$ cat src/inc/lpts_regs.vh
// Timing and layout constants for the panel timing and power sequencer.
`ifndef LPTS_REGS_VH
`define LPTS_REGS_VH
`define LPTS_H_ACTIVE 1280
`define LPTS_H_MIN 1290
`define LPTS_H_TOTAL 1440
`define LPTS_V_ACTIVE 800
`define LPTS_V_MIN 810
`define LPTS_V_TOTAL 823
`define LPTS_CLK_MHZ 100
`define LPTS_VIDEO_ON_MS 10
`define LPTS_VIDEO_MAX_MS 50
`define LPTS_BL_AFTER_VIDEO_MS 200
`define LPTS_PWM_AFTER_SUPPLY_MS 10
`define LPTS_EN_AFTER_PWM_MS 100
`define LPTS_OFF_TIME_MS 500
`define LPTS_VIDEO_OFF_MS 10
`define LPTS_EN_OFF_MS 200
`define LPTS_PWM_OFF_MS 100
`define LPTS_SUPPLY_OFF_MS 10
`define LPTS_MS_CYCLES (`LPTS_CLK_MHZ * 1000)
`endif

$ cat src/lpts_sequencer.v
// Panel host: pixel timing, lane packing, two-entry pixel buffer and power sequencing.
`timescale 1ns/100ps
`default_nettype none
`include "lpts_regs.vh"
// Function
// Pixel clock stays within 67 to 75 MHz, nominal 71 MHz. The code gives clk/7, about 14.3 MHz at the 100 MHz clock.
// Each active line carries exactly 1280 flagged pixel clocks.
// Line period is at least 1290 clocks, nominally 1440.
// Each frame holds exactly 800 active lines.
// Frame period is at least 810 lines, nominally 823.
// Frames repeat at a nominal 60 Hz. The code gives about 12 Hz, from clk/7 over 1440 x 823 clocks at 100 MHz.
// Panel frames pixels only from the active-video flag, ignoring syncs.
// Video starts 0 to 50 ms after logic supply is stable.
// Backlight enable comes at least 200 ms after video starts.
// Dimming PWM starts at least 10 ms after backlight supply.
// Backlight enable comes 0 to 200 ms after PWM starts.
// Logic supply stays off at least 500 ms before reapplying.
// Video stops 0 to 50 ms before logic supply is removed.
// Backlight enable drops at least 200 ms before video stops.
// PWM stops 0 to 200 ms after backlight enable drops.
// PWM stops at least 10 ms before backlight supply switches off.
// Lanes carry the documented colour bit assignment including the flag.
// Panel takes 6-bit input when depth select low, else 8-bit.
// No video input is driven while logic supply is off.
// Active-video flag is low through all blanking.
// In 6-bit mode lane 3 may idle; panel ignores upper bits.
module lpts_sequencer #(
   parameter H_TOTAL = `LPTS_H_TOTAL,
   parameter V_TOTAL = `LPTS_V_TOTAL,
   parameter MS_CYCLES = `LPTS_MS_CYCLES,
   parameter PIX_DIV = 7
) (
   input wire clk,
   input wire rst_n,
   input wire power_request,
   input wire eight_bit_mode,
   input wire [23:0] pixel_data,
   input wire pixel_valid,
   output wire pixel_ready,
   output reg logic_supply,
   output reg backlight_supply,
   output reg dimming_pwm_run,
   output reg backlight_enable,
   output reg colour_depth_select,
   output reg video_on,
   output reg pixel_strobe,
   output reg [6:0] lvds_lane_zero,
   output reg [6:0] lvds_lane_one,
   output reg [6:0] lvds_lane_two,
   output reg [6:0] lvds_lane_three,
   output reg active_video_flag,
   output reg underrun,
   output wire [3:0] seq_state
);
   localparam S_OFF = 4'h0, S_VDD = 4'h1, S_VIDEO = 4'h2, S_BLSUP = 4'h3, S_PWM = 4'h4;
   localparam S_ON = 4'h5, S_ENOFF = 4'h6, S_PWMOFF = 4'h7, S_BLOFF = 4'h8, S_VIDOFF = 4'h9;
   localparam S_REST = 4'ha;
   reg [3:0] state;
   reg [31:0] ms_count;
   reg [19:0] tick;
   reg [11:0] hcount;
   reg [10:0] vcount;
   reg [3:0] div;
   reg req_meta, req_sync;
   reg [23:0] buf_data [0:1];
   reg [1:0] buf_fill;
   reg wr_ptr, rd_ptr;
   wire pix_tick = (div == PIX_DIV[3:0] - 4'h1);
   wire in_active = (hcount < `LPTS_H_ACTIVE) && (vcount < `LPTS_V_ACTIVE);
   wire vid_off_due;
   wire take = video_on && !vid_off_due && pix_tick && in_active && (buf_fill != 2'h0);
   wire push = pixel_valid && pixel_ready;
   assign pixel_ready = (buf_fill != 2'h2);
   assign seq_state = state;
   // Elapsed whole milliseconds in the current state.
   function done;
      input [31:0] cnt;
      input [31:0] ms;
      begin
         done = (cnt >= ms);
      end
   endfunction
   // Raster and buffer stop on the edge that drops video, so no flag outlives it.
   assign vid_off_due = (state == S_BLOFF) && done(ms_count, `LPTS_EN_OFF_MS - `LPTS_PWM_OFF_MS
      - `LPTS_SUPPLY_OFF_MS);
   always @(posedge clk) begin
      if (!rst_n) begin
         req_meta <= 1'b0;
         req_sync <= 1'b0;
      end else begin
         req_meta <= power_request;
         req_sync <= req_meta;
      end
   end
   always @(posedge clk) begin
      if (!rst_n) begin
         // Reset may have cut the logic supply, so a full rest comes before any power-up.
         state <= S_REST;
         ms_count <= 32'h0;
         tick <= 20'h0;
         logic_supply <= 1'b0;
         backlight_supply <= 1'b0;
         dimming_pwm_run <= 1'b0;
         backlight_enable <= 1'b0;
         video_on <= 1'b0;
         colour_depth_select <= 1'b1;
      end else begin
         if (tick == MS_CYCLES[19:0] - 20'h1) begin
            tick <= 20'h0;
            ms_count <= ms_count + 32'h1;
         end else begin
            tick <= tick + 20'h1;
         end
         // Every step but S_REST to S_OFF restarts the tick with the count; a free tick could cut a minimum short.
         case (state)
            S_OFF: if (req_sync) begin
               colour_depth_select <= eight_bit_mode;
               logic_supply <= 1'b1;
               state <= S_VDD;
               ms_count <= 32'h0;
               tick <= 20'h0;
            end
            S_VDD: if (done(ms_count, `LPTS_VIDEO_ON_MS)) begin
               video_on <= 1'b1;
               state <= S_VIDEO;
               ms_count <= 32'h0;
               tick <= 20'h0;
            end
            S_VIDEO: if (done(ms_count, `LPTS_BL_AFTER_VIDEO_MS - `LPTS_PWM_AFTER_SUPPLY_MS
                  - `LPTS_EN_AFTER_PWM_MS)) begin
               backlight_supply <= 1'b1;
               state <= S_BLSUP;
               ms_count <= 32'h0;
               tick <= 20'h0;
            end
            S_BLSUP: if (done(ms_count, `LPTS_PWM_AFTER_SUPPLY_MS)) begin
               dimming_pwm_run <= 1'b1;
               state <= S_PWM;
               ms_count <= 32'h0;
               tick <= 20'h0;
            end
            // Enable comes 100 ms after PWM, 200 ms after video in total.
            S_PWM: if (done(ms_count, `LPTS_EN_AFTER_PWM_MS)) begin
               backlight_enable <= 1'b1;
               state <= S_ON;
               ms_count <= 32'h0;
               tick <= 20'h0;
            end
            S_ON: if (!req_sync) begin
               backlight_enable <= 1'b0;
               state <= S_ENOFF;
               ms_count <= 32'h0;
               tick <= 20'h0;
            end
            S_ENOFF: if (done(ms_count, `LPTS_PWM_OFF_MS)) begin
               dimming_pwm_run <= 1'b0;
               state <= S_PWMOFF;
               ms_count <= 32'h0;
               tick <= 20'h0;
            end
            S_PWMOFF: if (done(ms_count, `LPTS_SUPPLY_OFF_MS)) begin
               backlight_supply <= 1'b0;
               state <= S_BLOFF;
               ms_count <= 32'h0;
               tick <= 20'h0;
            end
            // Video ends 200 ms after enable drops, counted across all three waits.
            S_BLOFF: if (vid_off_due) begin
               video_on <= 1'b0;
               state <= S_VIDOFF;
               ms_count <= 32'h0;
               tick <= 20'h0;
            end
            S_VIDOFF: if (done(ms_count, `LPTS_VIDEO_OFF_MS)) begin
               logic_supply <= 1'b0;
               state <= S_REST;
               ms_count <= 32'h0;
               tick <= 20'h0;
            end
            S_REST: if (done(ms_count, `LPTS_OFF_TIME_MS)) begin
               state <= S_OFF;
            end
            default: state <= S_OFF;
         endcase
      end
   end
   // Two-entry buffer so a late pixel source never loses a word already offered.
   always @(posedge clk) begin
      if (!rst_n) begin
         buf_fill <= 2'h0;
         wr_ptr <= 1'b0;
         rd_ptr <= 1'b0;
      end else begin
         if (push) begin
            buf_data[wr_ptr] <= pixel_data;
            wr_ptr <= ~wr_ptr;
         end
         if (take)
            rd_ptr <= ~rd_ptr;
         buf_fill <= buf_fill + {1'b0, push} - {1'b0, take};
      end
   end
   // Pixel rate is clk/PIX_DIV; raster counters advance once per pixel period.
   always @(posedge clk) begin
      if (!rst_n || !video_on || vid_off_due) begin
         div <= 4'h0;
         hcount <= 12'h0;
         vcount <= 11'h0;
         pixel_strobe <= 1'b0;
         active_video_flag <= 1'b0;
         underrun <= 1'b0;
         lvds_lane_zero <= 7'h0;
         lvds_lane_one <= 7'h0;
         lvds_lane_two <= 7'h0;
         lvds_lane_three <= 7'h0;
      end else begin
         pixel_strobe <= pix_tick;
         div <= pix_tick ? 4'h0 : div + 4'h1;
         if (pix_tick) begin
            if (hcount == H_TOTAL[11:0] - 12'h1) begin
               hcount <= 12'h0;
               vcount <= (vcount == V_TOTAL[10:0] - 11'h1) ? 11'h0 : vcount + 11'h1;
            end else begin
               hcount <= hcount + 12'h1;
            end
            // Flag only in the 1280x800 window, never in blanking.
            active_video_flag <= in_active;
            underrun <= in_active && (buf_fill == 2'h0);
            if (in_active && buf_fill != 2'h0) begin
               lvds_lane_zero <= {buf_data[rd_ptr][8], buf_data[rd_ptr][5:0]};
               lvds_lane_one <= {buf_data[rd_ptr][17:16], buf_data[rd_ptr][13:9]};
               lvds_lane_two <= {1'b1, 2'b00, buf_data[rd_ptr][21:18]};
               lvds_lane_three <= colour_depth_select ? {1'b0, buf_data[rd_ptr][23:22],
                  buf_data[rd_ptr][15:14], buf_data[rd_ptr][7:6]} : 7'h0;
            end else begin
               lvds_lane_zero <= 7'h0;
               lvds_lane_one <= 7'h0;
               lvds_lane_two <= {in_active, 6'h0};
               lvds_lane_three <= 7'h0;
            end
         end
      end
   end
endmodule
`default_nettype wire

$ cat config.mk
export PLATFORM = sky130hd
export DESIGN_NAME = lpts_sequencer
export DESIGN_NICKNAME = d
export VERILOG_FILES = /design/src/lpts_sequencer.v
export VERILOG_INCLUDE_DIRS = /design/src /design/src/inc
export SDC_FILE = /design/constraint.sdc
export NUM_CORES = 1
export LEC_CHECK = 0
export BUFFER_PORTS_ARGS = -buffer_cell sky130_fd_sc_hd__clkbuf_2
export CAP_MARGIN = 40
export CORE_MARGIN = 2
export CORE_UTILIZATION = 53
export DETAILED_ROUTE_END_ITERATION = 16
export HOLD_SLACK_MARGIN = 0.03
export PLACE_DENSITY = 0.7
export REMOVE_ABC_BUFFERS = 1
export SYNTH_ARGS = -nofsm -noshare
export SYNTH_HDL_FRONTEND = slang
export SYNTH_SLANG_ARGS = --single-unit
$ cat constraint.sdc
create_clock -name clk -period 6.6 [get_ports clk]
set_input_delay 0 -clock clk [delete_from_list [all_inputs] [get_ports clk]]
set_output_delay 0 -clock clk [all_outputs]
set_load 0.05 [all_outputs]
# --- Word-level counts from Yosys, hierarchy flattened ---
# Memories as Yosys holds them, arrays and structs flattened. A register that Yosys moved wholly into a read port is not among the register bits.
# Cells that the tools add are included.
classes:
  n_addsub: 7
  magnitude_cmp: 6
  eq_ne: 26
  mux: 53
  n_bitwise: 2
  reduce_logical: 33
op_table:
  columns: ["cell", "count"]
  rows:
  - ["$mux W32", 7]
  - ["$pmux W32 S6", 1]
  - ["$mux W20", 7]
  - ["$pmux W20 S6", 1]
  - ["$ge A32 B7 Y1 const B", 2]
  - ["$mux W4", 11]
  - ["$pmux W4 S11", 1]
  - ["$add A32 B1 Y32 const B", 1]
  - ["$ge A32 B4 Y1 const B", 1]
  - ["$ge A32 B9 Y1 const B", 1]
  - ["$ne A2 B2 Y1 const B", 12]
  - ["$mux W7", 3]
  - ["$add A20 B1 Y20 const B", 1]
  - ["$eq A20 B17 Y1 const B", 1]
  - ["$eq A4 B3 Y1 const B", 5]
  - ["$reduce_and A3 Y1", 5]
  - ["$mux W1", 13]
  - ["$add A12 B1 Y12 const B", 1]
  - ["$eq A12 B11 Y1 const B", 1]
  - ["$eq A4 B4 Y1 const B", 3]
  - ["$lt A12 B11 Y1 const B", 1]
  - ["$mux W12", 1]
  - ["$mux W6", 2]
  - ["$reduce_bool A2 Y1", 6]
  - ["other kinds (20)", 39]
totals:
  ff_bits: 126
  ramBits: 48
  input_bits: 29
  word_cells: 152
  n_memories: 1
memory_table:
  columns: ["name", "words", "word_bits", "read_ports", "rd_ports_with_merged_regs", "write_ports", "line_no", "rtl"]
  rows:
  - ["buf_data", 2, 24, 1, 1, 1, "lpts_sequencer.v:65", "reg [23:0] buf_data [0:1];"]

# --- Longest topological paths before layout ---
depth:
  word_depth: 9
  ltp_mapped: 12
  mapped_depth_nobuf: 12

# --- Least setup slack after synthesis ---
# Ideal clock, no wire load.
synth_path:
  path_kind: "reg2reg"
  from: "reg buf_fill[0]"
  to: "mem buf_data[0][0], enable pin"
  t_arrival_ns: 2.701
  t_required_ns: 6.165
  path_slack_ns: 3.463
  stages_incl_launch_ff: 4
  n_path_buf: 0
  period_less_slack_ns: 3.137
  path_cell_list: "dfxtp_1 > nand2b_1 > nand2_1 > nor3_1"
synth_between:
  elab_chain_len: 5
synth_rtl:
  columns: ["item", "line_no", "rtl"]
  rows:
  - ["start: declaration", "lpts_sequencer.v:66", "reg [1:0] buf_fill;"]
  - ["start signal: assignment", "lpts_sequencer.v:200", "buf_fill <= buf_fill + {1'b0, push} - {1'b0, take};"]
  - ["$ne A2 B2 Y1", "lpts_sequencer.v:73", "assign pixel_ready = (buf_fill != 2'h2);"]
  - ["net pixel_ready", "lpts_sequencer.v:39", "output wire pixel_ready,"]
  - ["$logic_and A1 B1 Y1", "lpts_sequencer.v:72", "wire push = pixel_valid && pixel_ready;"]
  - ["$mux W1", "lpts_sequencer.v:194", "if (push) begin"]
  - ["$mux W1", "lpts_sequencer.v:189", "if (!rst_n) begin"]
  - ["$mux W1 (not written as such)", "lpts_sequencer.v:195", "buf_data[wr_ptr] <= pixel_data;"]
  - ["end: declaration", "lpts_sequencer.v:65", null]
# The timed path passes the listed nets, and every way through them passes these cells.

# --- Worst setup path in the final report ---
layout_path:
  from: "reg ms_count[16]"
  to: "reg buf_fill[1]"
layout_between:
  elab_chain_len: 8
layout_rtl:
  columns: ["item", "line_no", "rtl"]
  rows:
  - ["start: declaration", "lpts_sequencer.v:59", "reg [31:0] ms_count;"]
  - ["start signal: assignment", "lpts_sequencer.v:110", "ms_count <= ms_count + 32'h1;"]
  - ["$ge A32 B7 Y1", "lpts_sequencer.v:80", "done = (cnt >= ms);"]
  - ["$logic_and A1 B1 Y1", "lpts_sequencer.v:84", "assign vid_off_due = (state == S_BLOFF) && done(ms_count, `LPTS_EN_OFF_MS - `LPTS_PWM_OFF_MS"]
  - ["$logic_not A1 Y1", "lpts_sequencer.v:71", "wire take = video_on && !vid_off_due && pix_tick && in_active && (buf_fill != 2'h0);"]
  - ["$logic_and A1 B1 Y1 (4 in a row)", "lpts_sequencer.v:71", null]
  - ["net take", "lpts_sequencer.v:71", null]
  - ["$sub A2 B1 Y2", "lpts_sequencer.v:200", null]
# The timed path passes the listed nets, and every way through them passes these cells.
# A chain may end at the register's enable or synchronous reset.

==> key figures <==
Run status
  – Outcome: complete, no violations

Setup path
  – Crit path cell chain: nor4_1, nand4_1, o31a_1, nor3_2, ha_1, inv_1, ha_1, xor2_1, xnor2_1, nor2_1
  – CP Max Fanout: 9
  – Buffer and inverter count on the worst path: 1
  – Worst EP arrival: 3400 ps
  – CP dominant cell by count: ha_1
  – Worst setup SP type: flip-flop
  – Worst path slowest cell: nor3_2
  – Worst setup EP type: flip-flop
  – CP peak stage delay: 580 ps
  – WP depth: 10
  – Crit Path Category: flip-flop to flip-flop
  – Crit path max-delay family: simple AND/OR/NAND/NOR gates
  – Crit path required time: 6920 ps
  – Worst R2R Path Depth: 10

Clocking
  – CTS H-tree lvls: 4
  – Reg clk slew, reported paths: 70 ps
  – CTS root buffer: clkbuf_16
  – Skew-Pair Late Insertion Delay: 430 ps
  – Clock sink total: 171
  – Num CTS Buffers: 17
  – Post-CTS Setup Bufs: 0
  – CTS tree: yes
  – Clk buf depth: 2

Yosys
  – Register area share after synthesis: 52.41%
  – Synth Register Bits: 171
  – Ys Warns: 0
  – Async SR Flop Fraction: 0%
  – Syn_area_per_cell: 10.32 um2
  – Main synth FF type: dfxtp_1
  – Number of enable flip-flop cells after synthesis: 48
  – Netlist cell types: 64
  – Synth top area cells: dfxtp_1 (33%), edfxtp_1 (19%), xnor2_1 (5.5%)
  – Mapped cell area: 7448 um2
  – Mapped Cells: 722
  – Yosys top cell area share: 33.06%
  – Yosys top cell by area: dfxtp_1

Timing
  – Setup TNS Final: 0 ps
  – FMAX: 0.3239 GHz
  – Final setup fails: 0
  – Final Hold Fails: 0
  – Relative slew slack: 49.36%
  – Min Clock Period, post-route: 3087 ps
  – Fin crit share: 46.77%
  – RSZ-0062 raised after global routing: no
  – Worst setup margin: 3513 ps
  – Worst Skew: 7.026 ps
  – Worst-margin pin slew: 759.5 ps
  – Max-slew violations: 0

Pwr
  – Pwr per Cell Area: 249.4 nW/um2
  – Peak VDD IR: 195.8 uV
  – Leak pwr: 0.002991 uW
  – Total power: 2169 uW

Detailed routing
  – Routed via count: 5653
  – Via/cell ratio: 5.687
  – Total Routed Length: 15700 um
  – Post-DRT Antenna Nets: 0
  – DRC Markers: 0
  – 1st-pass router iterations: 5
  – WL/cell: 15.79 um
  – 1st-iter DRT viols: 502

Die
  – Placeable Area: 13830 um2
  – Die Area: 15020 um2
  – Die Y: 122.5 um
  – Row cnt: 43
  – I/O Pins: 71
  – Width of the die: 122.5 um
  – Initial Util: 53.87%

Hold path
  – HP Class: primary input to flip-flop
  – Hold path depth: 2

Global route
  – GRT Util Overall: 21.87%
  – Global-route wire length before repair: 26160 um
  – Antenna violations before repair: 1
  – GRT overflow: 0
  – Largest net degree at the start of global routing: 53
  – Vias in the first global route: 5402

Placed design
  – Placed cell areas: 7838 um2
  – Port Buffer Count: 67
  – Pre-CTS setup slack: 3458 ps
  – Placer Congestion: 0.8714
  – Detailed Place HPWL: 10500 um

Final layout
  – Layout cells sized above 1: 15.99%
  – Design Area, Final: 8697 um2
  – Area Overhead vs Synth: 16.76%
  – Final nets: 840

Job
  – Max capacitance violation total: 0
[layer usage]
metal	wire, um	track usage, %
met1	6816	26.93
met2	7894	37.85
met5	0	0
met4	257	6.897
met3	727	5.251
[per-stage QoR]
step	hold slack (ps)	util, %	instances
finish	59.48	62.90	994
global route	96.71	62.90	994
CTS	48.78	62.88	993
detailed placement	192.7	56.68	934
global placement	190.1	56.52	932
floorplan	61.94	-	680
[synthesized netlist by cell type (4+ instances only)]
cell and number:
nand2_1 36, xor2_1 17, and4_1 6, nand4_1 21, a21oi_1 20, o31ai_1 5, o21ai_0 22, ha_1 11
a32o_1 6, nor4_1 26, inv_1 21, or4_1 5, nand3b_1 4, mux2i_1 21, dfxtp_1 123, nand2b_1 6
nor2_1 79, nor3_1 36, and3_1 9, and2_1 6, xnor2_1 47, mux2_2 7, or3_1 9, edfxtp_1 48
nand3_1 24, buf_4 5, clkbuf_8 5, o2bb2ai_1 18, clkbuf_1 27
[power by group]
group	switching [uW]	internal, uW
Combinational	37.6	28.4
Clock	433	564
Sequential	6.89	1100
[logic make-up (layout without fill, tap and decap cells)]
family	count (synthesis)	in the layout	share of synthesized area (%)
flops	171	171	52.41
buf+inv	65	154	4.536
mux	28	28	3.880
compound gates	96	96	9.239
simple gates	286	286	20.51
xor+xnor	64	64	7.526
fa+ha+maj	11	11	1.848
other cells	1	4	0.05035
[worst paths after layout]
check                    start      endpoint  slack (ps)
setup / recovery  ms_count[16]   buf_fill[1]        3510
hold / removal           rst_n  seq_state[1]          60
setup reg to reg  ms_count[16]   buf_fill[1]        3510
hold reg to reg       req_meta      req_sync         430
[cell usage in the layout (no fill, tap or decap), types with 6 or more instances in the layout]
cell type / count
mux2_2: 7
mux2i_1: 21
or3_1: 9
dfxtp_1: 123
and4_1: 6
clkbuf_16: 17
nand3_1: 24
nand2b_1: 6
and3_1: 9
edfxtp_1: 48
dlygate4sd3_1: 27
nor4_1: 26
buf_4: 6
nand2_1: 36
o21ai_0: 22
a21oi_1: 20
xnor2_1: 47
nor2_1: 78
nand4_1: 21
o2bb2ai_1: 18
a32o_1: 6
inv_1: 21
and2_1: 6
xor2_1: 17
ha_1: 11
nor3_1: 34
clkbuf_2: 67
[layout make-up]
| class | instances | area, um2 |
|---|---|---|
| well taps | 180 | 225.2 |
| diodes | 1 | 2.502 |
| inverters | 21 | 78.83 |
| clock inverters | 15 | 161.4 |
| clock buffers | 17 | 425.4 |
| multi-input cells | 488 | 3234 |
| repair buffers | 101 | 665.6 |
| fillers | 1104 | 5130 |
| flip-flops and latches | 171 | 3904 |
[what timing repair did]
action / 4_1_cts / 5_1_grt
hold buffers: 27 / 0
gates resized for setup: 0 / 0
endpoints found under the hold margin: 50 / 0
setup endpoints to repair: 0 / 0
[registers in the layout, indices dropped and copies added (netlist names), 2 cells and up, named ones only]
| signal | cells |
|---|---|
| lvds_lane_three | 6 |
| seq_state | 4 |
| lvds_lane_one | 7 |
| buf_data | 48 |
| buf_fill | 2 |
| lvds_lane_two | 4 |
| tick | 20 |
| div | 4 |
| ms_count | 32 |
| hcount | 12 |
| vcount | 11 |
| lvds_lane_zero | 7 |
(Power assumes the default switching activity.)
